[config.mk]
export PLATFORM = sky130hd
export DESIGN_NAME = qpsram_host
export DESIGN_NICKNAME = d
export VERILOG_FILES = /design/src/logic/qpsram_pkg.sv /design/src/logic/qpsram_arb.sv /design/src/logic/qpsram_host.sv
export SDC_FILE = /design/constraint.sdc
export NUM_CORES = 1
export LEC_CHECK = 0
export ABC_AREA = 1
export BUFFER_PORTS_ARGS = -buffer_cell sky130_fd_sc_hd__buf_2
export CAP_MARGIN = 20
export CORE_MARGIN = 1
export CORE_UTILIZATION = 35
export CTS_CLUSTER_SIZE = 40
export DETAILED_ROUTE_END_ITERATION = 10
export PLACE_DENSITY = 0.6
export SKIP_LAST_GASP = 1
export SYNTH_ARGS = -nofsm -noshare
export SYNTH_HDL_FRONTEND = slang
export SYNTH_SLANG_ARGS = --single-unit
[constraint.sdc]
create_clock -name sys_clk -period 2.5 [get_ports sys_clk]
set_clock_uncertainty 0.1 [all_clocks]
set_input_delay 0 -clock sys_clk [delete_from_list [all_inputs] [get_ports sys_clk]]
set_output_delay 0 -clock sys_clk [all_outputs]
set_load 0.01 [all_outputs]
[src/logic/qpsram_pkg.sv]
package qpsram_pkg;

  localparam int unsigned ADDR_W = 11;
  localparam int unsigned DATA_W = 8;
  localparam int unsigned NPORTS = 4;
  localparam int unsigned CLK_NS = 20;

  // fastest-grade figures, in ns
  localparam int unsigned T_WP_NS = 15;
  localparam int unsigned T_DW_NS = 15;
  localparam int unsigned T_AW_NS = 15;
  localparam int unsigned T_WZ_NS = 12;
  localparam int unsigned T_AA_NS = 20;
  localparam int unsigned T_HZ_NS = 12;
  localparam int unsigned T_WH_NS = 15;
  localparam int unsigned T_WDD_NS = 35;

  // least times round up, never below one cycle
  localparam int unsigned WP_CYC_I = (T_WP_NS + CLK_NS - 1) / CLK_NS;
  localparam int unsigned WZDW_CYC_I =
    (T_WZ_NS + T_DW_NS + CLK_NS - 1) / CLK_NS;
  localparam int unsigned RD_CYC_I = (T_AA_NS + CLK_NS - 1) / CLK_NS + 1;
  localparam int unsigned HZ_CYC_I = (T_HZ_NS + CLK_NS - 1) / CLK_NS;
  localparam int unsigned WH_CYC_I = (T_WH_NS + CLK_NS - 1) / CLK_NS;
  localparam int unsigned XP_CYC_I = (T_WDD_NS + CLK_NS - 1) / CLK_NS;

  localparam logic [3:0] WP_CYC = WP_CYC_I[3:0];
  localparam logic [3:0] WPOE_CYC =
    (WZDW_CYC_I > WP_CYC_I) ? WZDW_CYC_I[3:0] : WP_CYC_I[3:0];
  localparam logic [3:0] RD_CYC = RD_CYC_I[3:0];
  localparam logic [3:0] HZ_CYC = HZ_CYC_I[3:0];
  localparam logic [3:0] WH_CYC = WH_CYC_I[3:0];
  localparam logic [3:0] XP_CYC = XP_CYC_I[3:0];
  localparam logic [3:0] CNT_ONE = 4'h1;
  localparam logic [3:0] CNT_ZERO = 4'h0;

  typedef struct packed {
    logic we;
    logic oe_during_write;
    logic [ADDR_W-1:0] addr;
    logic [DATA_W-1:0] wdata;
  } qpsram_req_t;

  // pins of one port, as driven by the host
  typedef struct packed {
    logic ce_n;
    logic rw;
    logic oe_n;
    logic inhibit_n;
    logic [ADDR_W-1:0] port_address_lines;
    logic [DATA_W-1:0] data_o;
    logic data_oe;
  } qpsram_pins_t;

  typedef enum logic [2:0] {
    ST_IDLE = 3'b000,
    ST_SETUP = 3'b001,
    ST_WRITE = 3'b010,
    ST_READ = 3'b011,
    ST_RECOVER = 3'b100
  } qpsram_state_t;

endpackage

[src/logic/qpsram_arb.sv]
`timescale 1ns/100ps
// same-location write guard: lowest port wins, others see inhibit
module qpsram_arb
(
  input wire logic [qpsram_pkg::NPORTS-1:0] wr_active,
  input wire logic [qpsram_pkg::NPORTS*qpsram_pkg::ADDR_W-1:0] wr_addr,
  output logic [qpsram_pkg::NPORTS-1:0] blocked
);

  genvar gi;
  generate
    for (gi = 0; gi < qpsram_pkg::NPORTS; gi++)
    begin : g_port
      logic [qpsram_pkg::NPORTS-1:0] hit;
      genvar gj;
      for (gj = 0; gj < qpsram_pkg::NPORTS; gj++)
      begin : g_other
        if (gj < gi)
        begin : g_lower
          assign hit[gj] = wr_active[gj] &&
            wr_addr[gj*qpsram_pkg::ADDR_W +: qpsram_pkg::ADDR_W] ==
            wr_addr[gi*qpsram_pkg::ADDR_W +: qpsram_pkg::ADDR_W];
        end
        else
        begin : g_none
          assign hit[gj] = 1'b0;
        end
      end
      assign blocked[gi] = |hit; // see RULE_15
    end
  endgenerate

endmodule

[src/logic/qpsram_host.sv]
`timescale 1ns/100ps
// Notes on behaviour
// RULE_01: ce high deselects port, data floats
// RULE_02: all four ce high gives power-down
// RULE_03: ce low, rw low writes unless inhibited
// RULE_04: ce, oe low with rw high reads
// RULE_05: outputs drive only with oe low reading
// RULE_06: any selected port reaches every location
// RULE_07: write is the overlap of ce, rw low
// RULE_08: address changes only while rw/ce high
// RULE_09: ce after rw keeps outputs floating
// RULE_10: no drive while device outputs active
// RULE_11: oe low write pulse stretched to wz+dw
// RULE_12: address and data valid 15 ns before end
// RULE_13: inhibit low blocks write, zero lead
// RULE_14: hold write 15 ns after inhibit release
// RULE_15: never two same-address writes at once
// RULE_16: cross-port data visible within 35 ns
// RULE_17: read data valid 20 ns after address
// RULE_18: eleven address bits, eight data lines
// RULE_19: concurrent read may see old or new
module qpsram_host
(
  input wire logic sys_clk,
  input wire logic nrst,
  input wire logic clk_en,
  input wire logic [qpsram_pkg::NPORTS-1:0] req_valid,
  input wire qpsram_pkg::qpsram_req_t [qpsram_pkg::NPORTS-1:0] req,
  output logic [qpsram_pkg::NPORTS-1:0] req_ready,
  output logic [qpsram_pkg::NPORTS-1:0] done_pulse,
  output logic [qpsram_pkg::NPORTS*qpsram_pkg::DATA_W-1:0] rdata,
  output logic all_standby,
  output qpsram_pkg::qpsram_pins_t [qpsram_pkg::NPORTS-1:0] pins,
  input wire logic [qpsram_pkg::NPORTS*qpsram_pkg::DATA_W-1:0] data_i
);

  localparam int unsigned NP = qpsram_pkg::NPORTS;
  localparam int unsigned AW = qpsram_pkg::ADDR_W;
  localparam int unsigned DW = qpsram_pkg::DATA_W;

  logic [NP-1:0] wr_active;
  logic [NP-1:0] blocked;
  logic [NP*AW-1:0] wr_addr;
  logic [NP-1:0] ce_n_vec;

  //////////////////////////////////////////////////////////////////////
  // per-port sequencer
  genvar gp;
  generate
    for (gp = 0; gp < NP; gp++)
    begin : g_port
      qpsram_pkg::qpsram_state_t state_r;
      qpsram_pkg::qpsram_req_t cur_r;
      logic [3:0] cnt_r;
      logic [3:0] wh_r;
      logic inh_r;
      logic ce_n_r;
      logic rw_r;
      logic oe_n_r;
      logic data_oe_r;
      logic ready_r;
      logic done_r;
      logic [DW-1:0] rdata_r;

      assign wr_active[gp] = (state_r == qpsram_pkg::ST_SETUP ||
        state_r == qpsram_pkg::ST_WRITE) && cur_r.we;
      assign wr_addr[gp*AW +: AW] = cur_r.addr;
      assign ce_n_vec[gp] = ce_n_r;

      // control and sequencing
      always_ff @(posedge sys_clk)
      begin
        if (!nrst)
        begin
          state_r <= qpsram_pkg::ST_IDLE;
          cur_r <= '0;
          cnt_r <= qpsram_pkg::CNT_ZERO;
          wh_r <= qpsram_pkg::CNT_ZERO;
          inh_r <= 1'b0;
          ce_n_r <= 1'b1; // see RULE_01
          rw_r <= 1'b1;
          oe_n_r <= 1'b1;
          data_oe_r <= 1'b0;
          ready_r <= 1'b0;
          done_r <= 1'b0;
          rdata_r <= '0;
        end
        else if (clk_en)
        begin
          done_r <= 1'b0;
          unique case (state_r)
            qpsram_pkg::ST_IDLE:
            begin
              // one idle cycle before ready spaces back-to-back work
              ready_r <= 1'b1;
              if (req_valid[gp] && ready_r)
              begin
                // address set while rw and ce high
                cur_r <= req[gp]; // see RULE_08
                ready_r <= 1'b0;
                state_r <= qpsram_pkg::ST_SETUP;
              end
            end
            qpsram_pkg::ST_SETUP:
            begin
              ce_n_r <= 1'b0; // see RULE_06
              if (cur_r.we)
              begin
                // rw falls with ce so outputs stay floating
                rw_r <= 1'b0; // see RULE_09
                oe_n_r <= ~cur_r.oe_during_write;
                data_oe_r <= ~cur_r.oe_during_write; // see RULE_10
                inh_r <= blocked[gp]; // see RULE_13
                cnt_r <= cur_r.oe_during_write ? qpsram_pkg::WPOE_CYC
                                               : qpsram_pkg::WP_CYC;
                wh_r <= qpsram_pkg::WH_CYC;
                state_r <= qpsram_pkg::ST_WRITE;
              end
              else
              begin
                // rw stays high on a read, so data_oe stays low
                oe_n_r <= 1'b0; // see RULE_04
                cnt_r <= qpsram_pkg::RD_CYC; // see RULE_17
                state_r <= qpsram_pkg::ST_READ;
              end
            end
            qpsram_pkg::ST_WRITE:
            begin
              // oe-low write: drive data only once device floats
              if (!data_oe_r && cnt_r == qpsram_pkg::XP_CYC)
                data_oe_r <= 1'b1; // see RULE_11
              // a lower port may claim the location mid-write, so
              // the guard is watched every cycle, not only at start
              inh_r <= blocked[gp]; // see RULE_13
              if (inh_r || blocked[gp])
              begin
                // stall until contention clears, then full hold
                wh_r <= qpsram_pkg::WH_CYC; // see RULE_14
              end
              else if (wh_r != qpsram_pkg::CNT_ZERO)
                wh_r <= wh_r - qpsram_pkg::CNT_ONE;
              if (cnt_r != qpsram_pkg::CNT_ZERO)
                cnt_r <= cnt_r - qpsram_pkg::CNT_ONE; // see RULE_12
              else if (!inh_r && !blocked[gp] &&
                wh_r == qpsram_pkg::CNT_ZERO)
              begin
                // ending both together closes the overlap
                rw_r <= 1'b1; // see RULE_07
                ce_n_r <= 1'b1;
                oe_n_r <= 1'b1;
                cnt_r <= qpsram_pkg::XP_CYC; // see RULE_16
                state_r <= qpsram_pkg::ST_RECOVER;
              end
            end
            qpsram_pkg::ST_READ:
            begin
              if (cnt_r != qpsram_pkg::CNT_ZERO)
                cnt_r <= cnt_r - qpsram_pkg::CNT_ONE;
              else
              begin
                // one extra cycle past access covers port-to-port lag
                rdata_r <= data_i[gp*DW +: DW]; // see RULE_19
                ce_n_r <= 1'b1;
                oe_n_r <= 1'b1; // see RULE_05
                cnt_r <= qpsram_pkg::HZ_CYC;
                state_r <= qpsram_pkg::ST_RECOVER;
              end
            end
            qpsram_pkg::ST_RECOVER:
            begin
              data_oe_r <= 1'b0;
              if (cnt_r != qpsram_pkg::CNT_ZERO)
                cnt_r <= cnt_r - qpsram_pkg::CNT_ONE;
              else
              begin
                done_r <= 1'b1;
                state_r <= qpsram_pkg::ST_IDLE;
              end
            end
            default:
              state_r <= qpsram_pkg::ST_IDLE;
          endcase
        end
      end

      //////////////////////////////////////////////////////////////////////
      // status and pin outputs, all straight from flops
      assign req_ready[gp] = ready_r;
      assign done_pulse[gp] = done_r;
      assign rdata[gp*DW +: DW] = rdata_r;
      assign pins[gp].ce_n = ce_n_r;
      assign pins[gp].rw = rw_r;
      assign pins[gp].oe_n = oe_n_r;
      assign pins[gp].inhibit_n = ~inh_r; // see RULE_03
      assign pins[gp].port_address_lines = cur_r.addr; // see RULE_18
      assign pins[gp].data_o = cur_r.wdata;
      assign pins[gp].data_oe = data_oe_r;
    end
  endgenerate

  //////////////////////////////////////////////////////////////////////
  // contention guard
  qpsram_arb u_arb
  (
    .wr_active(wr_active),
    .wr_addr(wr_addr),
    .blocked(blocked)
  );

  //////////////////////////////////////////////////////////////////////
  // whole-device standby flag, registered
  always_ff @(posedge sys_clk)
  begin
    if (!nrst)
      all_standby <= 1'b1;
    else if (clk_en)
      // status only: the device powers down from its own select pins
      all_standby <= &ce_n_vec; // see RULE_02
  end

endmodule

After elaboration in Yosys (flattened, before gate mapping)
Cells that the tools add are included.
{ "word_totals": {"rom_bits": 0, "out_inout_bits": 137, "ramBits": 0, "inputBits": 123, "memories": 0, "latch_bits": 0, "ff_bits": 189} }
{ "op_classes": {"n_lt_le_gt_ge": 0, "n_shift": 0, "n_mul": 0, "muxes": 135, "addsub": 8, "div_mod_pow": 0, "eq_ne": 66, "bitwise": 12, "reduce_logical": 116} }
{ "ops": {"columns": ["op", "count"], "rows": [
  ["$mux 4", 28],
  ["$eq 11x11->1", 6],
  ["$pmux 4 s4", 4],
  ["$mux 3", 20],
  ["$pmux 3 s5", 4],
  ["$reduce_and 4->1", 13],
  ["$ne 2x2->1 const B", 24],
  ["$reduce_bool 4->1", 12],
  ["$mux 1", 47],
  ["$reduce_and 5->1", 8],
  ["$pmux 1 s3", 12],
  ["$reduce_and 3->1", 12],
  ["$pmux 4 s2", 4],
  ["$sub 4x1->4 const B", 8],
  ["$eq 3x2->1 const B", 8],
  ["$logic_and 1x1->1", 24],
  ["$reduce_and 6->1", 4],
  ["$reduce_bool 3->1", 8],
  ["$ne 3x1->1 const B", 7],
  ["$eq 4x2->1 const B", 4],
  ["$logic_not 4->1", 4],
  ["$mux 2", 8],
  ["$ne 2x1->1 const B", 8],
  ["$pmux 1 s2", 8],
  ["other kinds (11)", 52]
]} }

Logic depth before layout (Yosys ltp)
{ "logic_depth": {"depth_word": 11, "depth_mapped": 15} }

Hierarchy
A second synthesis with hierarchy kept.
{ "unflattened": {"hier_cells": 1640, "area_unflattened_um2": 10656.5} }
{ "modules_own_cells": {"columns": ["module", "area_per_inst_um2", "seq_area_each_um2", "cells_each", "instances"], "rows": [
  ["qpsram_host", 9587.9, 3783.6, 1386, 1],
  ["qpsram_arb", 1068.5, 0.0, 254, 1]
]} }

Worst setup path after synthesis
OpenSTA, ideal clock, no wires.
{ "synth_path": {"path_type": "register to register", "start": "reg g_port[1].cnt_r[0]", "end": "reg g_port[1].state_r[1]", "arrival_time_ns": 1.554, "period_less_slack_ns": 1.724, "slack_ns": 0.776, "path_stages_with_launch": 10, "required_ns": 2.330, "cell_sequence": "dfxtp_1 -> inv_1 -> ha_1 -> nand2_1 -> nand2_1 -> nand2_1 -> a211oi_2 -> nand2_4 -> or2_1 -> a21oi_1"} }
{ "synth_between": {"elab_chain_cells": 3} }
{ "synth_rtl": {"columns": ["item", "line_no", "source"], "rows": [
  ["from (decl)", "qpsram_host.sv:54", "logic [3:0] cnt_r;"],
  ["from (signal assigned)", "qpsram_host.sv:77", "cnt_r <= qpsram_pkg::CNT_ZERO;"],
  ["from (signal assigned)", "qpsram_host.sv:114", "cnt_r <= cur_r.oe_during_write ? qpsram_pkg::WPOE_CYC"],
  ["from (signal assigned)", "qpsram_host.sv:123", "cnt_r <= qpsram_pkg::RD_CYC;"],
  ["$reduce_bool 4->1 *", "qpsram_host.sv:142, qpsram_host.sv:157, qpsram_host.sv:172", null],
  ["$ne 2x2->1 (no line)", null, null],
  ["$reduce_and 6->1 (no line) *", null, null],
  ["to (signal assigned)", "qpsram_host.sv:166", "state_r <= qpsram_pkg::ST_RECOVER;"],
  ["to (signal assigned)", "qpsram_host.sv:177", "state_r <= qpsram_pkg::ST_IDLE;"],
  ["to (signal assigned)", "qpsram_host.sv:181", "state_r <= qpsram_pkg::ST_IDLE;"],
  ["to (decl)", "qpsram_host.sv:52", "qpsram_pkg::qpsram_state_t state_r;"]
]} }
Every way passes the cells marked *; elsewhere a longest branch is shown, timed or not.
A chain may end at the register's enable or synchronous reset.

Worst setup path in the final report
{ "layout_path": {"start": "reg g_port[2].state_r[2]", "end": "reg g_port[3].state_r[1]"} }
{ "layout_between": {"elab_chain_cells": 10} }
{ "layout_rtl": {"columns": ["item", "line_no", "source"], "rows": [
  ["from (decl)", "qpsram_host.sv:52", null],
  ["from (signal assigned)", "qpsram_host.sv:75", "state_r <= qpsram_pkg::ST_IDLE;"],
  ["from (signal assigned)", "qpsram_host.sv:101", "state_r <= qpsram_pkg::ST_SETUP;"],
  ["from (signal assigned)", "qpsram_host.sv:117", "state_r <= qpsram_pkg::ST_WRITE;"],
  ["$eq 3x1->1 or $eq 3x2->1 (tied branches)", "qpsram_host.sv:65, qpsram_host.sv:66", null],
  ["$logic_or 1x1->1 *", "qpsram_host.sv:65", "assign wr_active[gp] = (state_r == qpsram_pkg::ST_SETUP ||"],
  ["$logic_and 1x1->1 *", "qpsram_host.sv:66", "state_r == qpsram_pkg::ST_WRITE) && cur_r.we;"],
  ["$logic_and 1x1->1 *", "qpsram_arb.sv:20", "assign hit[gj] = wr_active[gj] &&"],
  ["$reduce_or 3->1 *", "qpsram_arb.sv:29", "assign blocked[gi] = |hit;"],
  ["$logic_not 1->1 *", "qpsram_host.sv:144", "else if (!inh_r && !blocked[gp] &&"],
  ["$logic_and 1x1->1 * (2 in a row)", "qpsram_host.sv:144", null],
  ["$ne 2x1->1 (no line) *", null, null],
  ["$reduce_and 6->1 (no line) *", null, null],
  ["to (signal assigned)", "qpsram_host.sv:152", "state_r <= qpsram_pkg::ST_RECOVER;"],
  ["to (signal assigned)", "qpsram_host.sv:166", null],
  ["to (signal assigned)", "qpsram_host.sv:177", null],
  ["to (decl)", "qpsram_host.sv:52", null]
]} }
Marks and branches as above.

==> out/summary.txt <==
Total Neg Setup Slack: 0 ns
Core ar.: 27,900 µm²
Slew @ Worst Pin: 1.05 ns
Synth Flop Type: dfxtp_1
DR top layer: met4
final-report hold violation count: 0
clock buffer depth: 2
CTS H-tree depth: 4
crit-path most repeated cell: nand2_1
synth warn: 0
ys async rst share: 0%
total power per unit cell area: 782 nW/µm²
clock insertion delay at the later pin of the skew report: 0.45 ns
metal2 WL: 14.4 mm
metal3 WL: 1.96 mm
final net count: 1,818
CTS Hold Bufs: 117
critical path class: register to register
Clock Pin Slew Worst Setup and Hold Paths: 0.08 ns
top post-synthesis cells by count: 263 x nor2_1, 220 x nand2_1, 188 x dfxtp_1
Slew Limit Headroom: 30.2%
Crit path largest cell delay: 0.50 ns
Hold Path Sink: g_port[0].cur_r[19]$_SDFFE_PN0P_
DRC viols: 0
vias: 9,834
Synth area leader: dfxtp_1
CP Buf/Inv Count: 0
Max-Cap Viols: 0
Reg2Reg Launch Point: g_port[2].state_r[2]$_SDFFE_PN0P_
vias in the first global route: 9,370
M1 wire length: 14.2 mm
maximum VDD drop: 0.449 mV
worst path required time: 2.77 ns
DR WL/cell: 15.0 µm
share of cells above drive strength 1: 20.9%
CP cell instances: nor2_4, nand2_4, nand2_2, nand2_1, nor2_1, nand2_1, nand2_1, nor2_4, nand3_2, nand2_4, nand3_4, nand2_1, nand2_1, nor2_1
top-area cell type share of the netlist area: 37.9%
Util after Layout: 45.7%
Crit. End Element: register
Root Buffer: clkbuf_16
RSZ-0062 raised after global routing: false
R2R Path End: g_port[3].state_r[1]$_SDFFE_PN0P_
CP delay by family, top: simple AND/OR/NAND/NOR gates
area grow syn2layout: 28.3%
Post-synth EDFFs: 0
Initial Util: 35.6%
HPWL Detailed: 22.1 mm
Die Width: 170 µm
Max Fclk: 0.483 GHz
initial antenna violation count: 2
vias per cell: 4.75
clock sinks: 188
Cell Rows: 61
reg2reg path depth: 14
TritonCTS clock tree: done
Worst Hold Path Cells: 4
Setup-failing EPs final: 0
Worst Hold Launch: nrst
Synth Net Count: 1,550
die area: 29,000 µm²
Detailed Route WL: 31.2 mm
drt pass-1 iters: 5
Leak: 0.00615 µW
worst-path fanout max: 7
Total GRT Usage: 21.6%
hold crit path type: input pin to register
pin count of the biggest net entering global routing: 161
status: finished, final reports clean
final total power: 9960 µW
Mean Syn Cell Area: 7.04 µm²
Worst EP arrival: 2.33 ns
GP Congestion: 0.889
reg2reg setup slack: 0.43 ns
ranking of synthesized cells by area: dfxtp_1 38%, nor2_1 9.9%, nand2_1 8.3%, buf_4 7.7%, o21ai_0 7.2%
Synth Instances: 1,411
Ports: 260
CTS Buf Count: 17
period utilisation layout: 82.8%
PortBufs: 258
slowest cell on the critical path: dfxtp_1
number of antenna-violating nets in the routed design: 0
Pins Over Slew Limit: 0
netlist area before placement: 9930 µm²
Worst setup SP type: register
Synth cell types: 46
global-route wire length before repair: 49.3 mm
Tmin final: 2.07 ns
Chip Height: 170 µm
Post-CTS Setup Bufs: 0
count leader, synth: nor2_1
count of state elements after synthesis: 188
sequential area share after synthesis: 37.9%
grt ovf: 0
Initial DRC Count: 622
post_cts resized: 0
[where the power goes]
part	leakage, µW	internal [µW]	switching (µW)
registers	0.00153	3380	360
logic	0.00431	1230	2000
clock network	0.000314	1490	1500
[cells in the final DEF (no fill, tap or decap), types with 4 or more instances in the layout]
cell / count
nand3_1: 56
nor2_1: 263
nor3_2: 4
o211ai_1: 9
clkinv_8: 6
inv_1: 127
nand2_4: 7
xor2_1: 19
a31oi_1: 4
xnor2_1: 31
a211oi_1: 7
dlygate4sd3_1: 117
buf_2: 257
nor2_4: 4
a21oi_1: 83
nand4_1: 14
inv_2: 11
nand2_1: 220
nand3_2: 6
dfxtp_1: 188
nor3_1: 26
ha_1: 16
clkbuf_16: 17
o21ai_0: 142
nand2_2: 7
buf_4: 12
[kinds of logic after synthesis]
group	synth area share (%)
buffers and inverters	14.4
other	0.0378
AOI/OAI and AO/OA	14.5
and+or+nand+nor	26.8
xor gates and xnor gates	4.41
adders and majority gates	2.02
DFF	37.9
[layout make-up]
| class | instances | area, µm² |
|---|---|---|
| Antenna cell | 1 | 2.50 |
| Inverter | 138 | 518 |
| Clock buffer | 17 | 425 |
| Timing Repair Buffer | 388 | 2590 |
| Multi-Input combinational cell | 946 | 4740 |
| Clock inverter | 15 | 228 |
| Fill cell | 2805 | 15100 |
| Tap cell | 378 | 473 |
| Sequential cell | 188 | 3760 |
[per-stage QoR]
step / area [µm²] / std cells / hold slack [ns] / setup slack, ns
5_1_grt: 12700 / 2071 / 0.0860 / 0.191
3_3_place_gp: 10900 / 1921 / 0.120 / 0.527
2_1_floorplan: 9930 / 1411 / 0.0349 / 0.776
4_1_cts: 12700 / 2070 / 0.0323 / 0.421
6_report: 12700 / 2071 / 0.0198 / 0.431
3_5_place_dp: 10900 / 1921 / 0.126 / 0.443
[worst register-to-register path, delay by kind of cell (launching register included)]
kind / cells / cell delay (ns)
DFF: 1 / 0.50
and+or+nand+nor: 14 / 1.42
[sequential cells by signal (all words and copies together), names as in the netlist]
register and cells:
g_port.rw_r 4, g_port.done_r 4, pins 76, g_port.state_r 12, g_port.wh_r 16, g_port.rdata_r 32
g_port.oe_n_r 4, g_port.inh_r 3, g_port.ready_r 4, g_port.ce_n_r 4, g_port.cur_r 8, all_standby 1
g_port.data_oe_r 4, g_port.cnt_r 16
[worst max-delay path by stage]
stage / start / endpoint / slack [ns] / cells past startpoint
after detailed placement: g_port[1].state_r[1]$_SDFFE_PN0P_ / pins[33]$_SDFFE_PN0P_ / 0.44 / 8
after floorplan: g_port[1].cnt_r[0]$_SDFFE_PN0P_ / g_port[1].state_r[1]$_SDFFE_PN0P_ / 0.78 / 9
after global routing: g_port[1].state_r[1]$_SDFFE_PN0P_ / g_port[2].wh_r[1]$_SDFFE_PN0P_ / 0.19 / 11
after global placement: g_port[2].state_r[2]$_SDFFE_PN0P_ / g_port[3].state_r[2]$_SDFFE_PN0P_ / 0.53 / 14
after CTS: g_port[1].state_r[1]$_SDFFE_PN0P_ / pins[43]$_SDFFE_PN0P_ / 0.42 / 8
final: g_port[2].state_r[2]$_SDFFE_PN0P_ / g_port[3].state_r[1]$_SDFFE_PN0P_ / 0.43 / 14
[per-layer routing]
layer	vias to the layer above	global-route usage (%)
met4	0	6.35
met1	4488	28.3
met5	-	0
met3	41	4.53
met2	319	35.5
li1	4986	-
No activity file was read; power rests on OpenSTA's default activity.
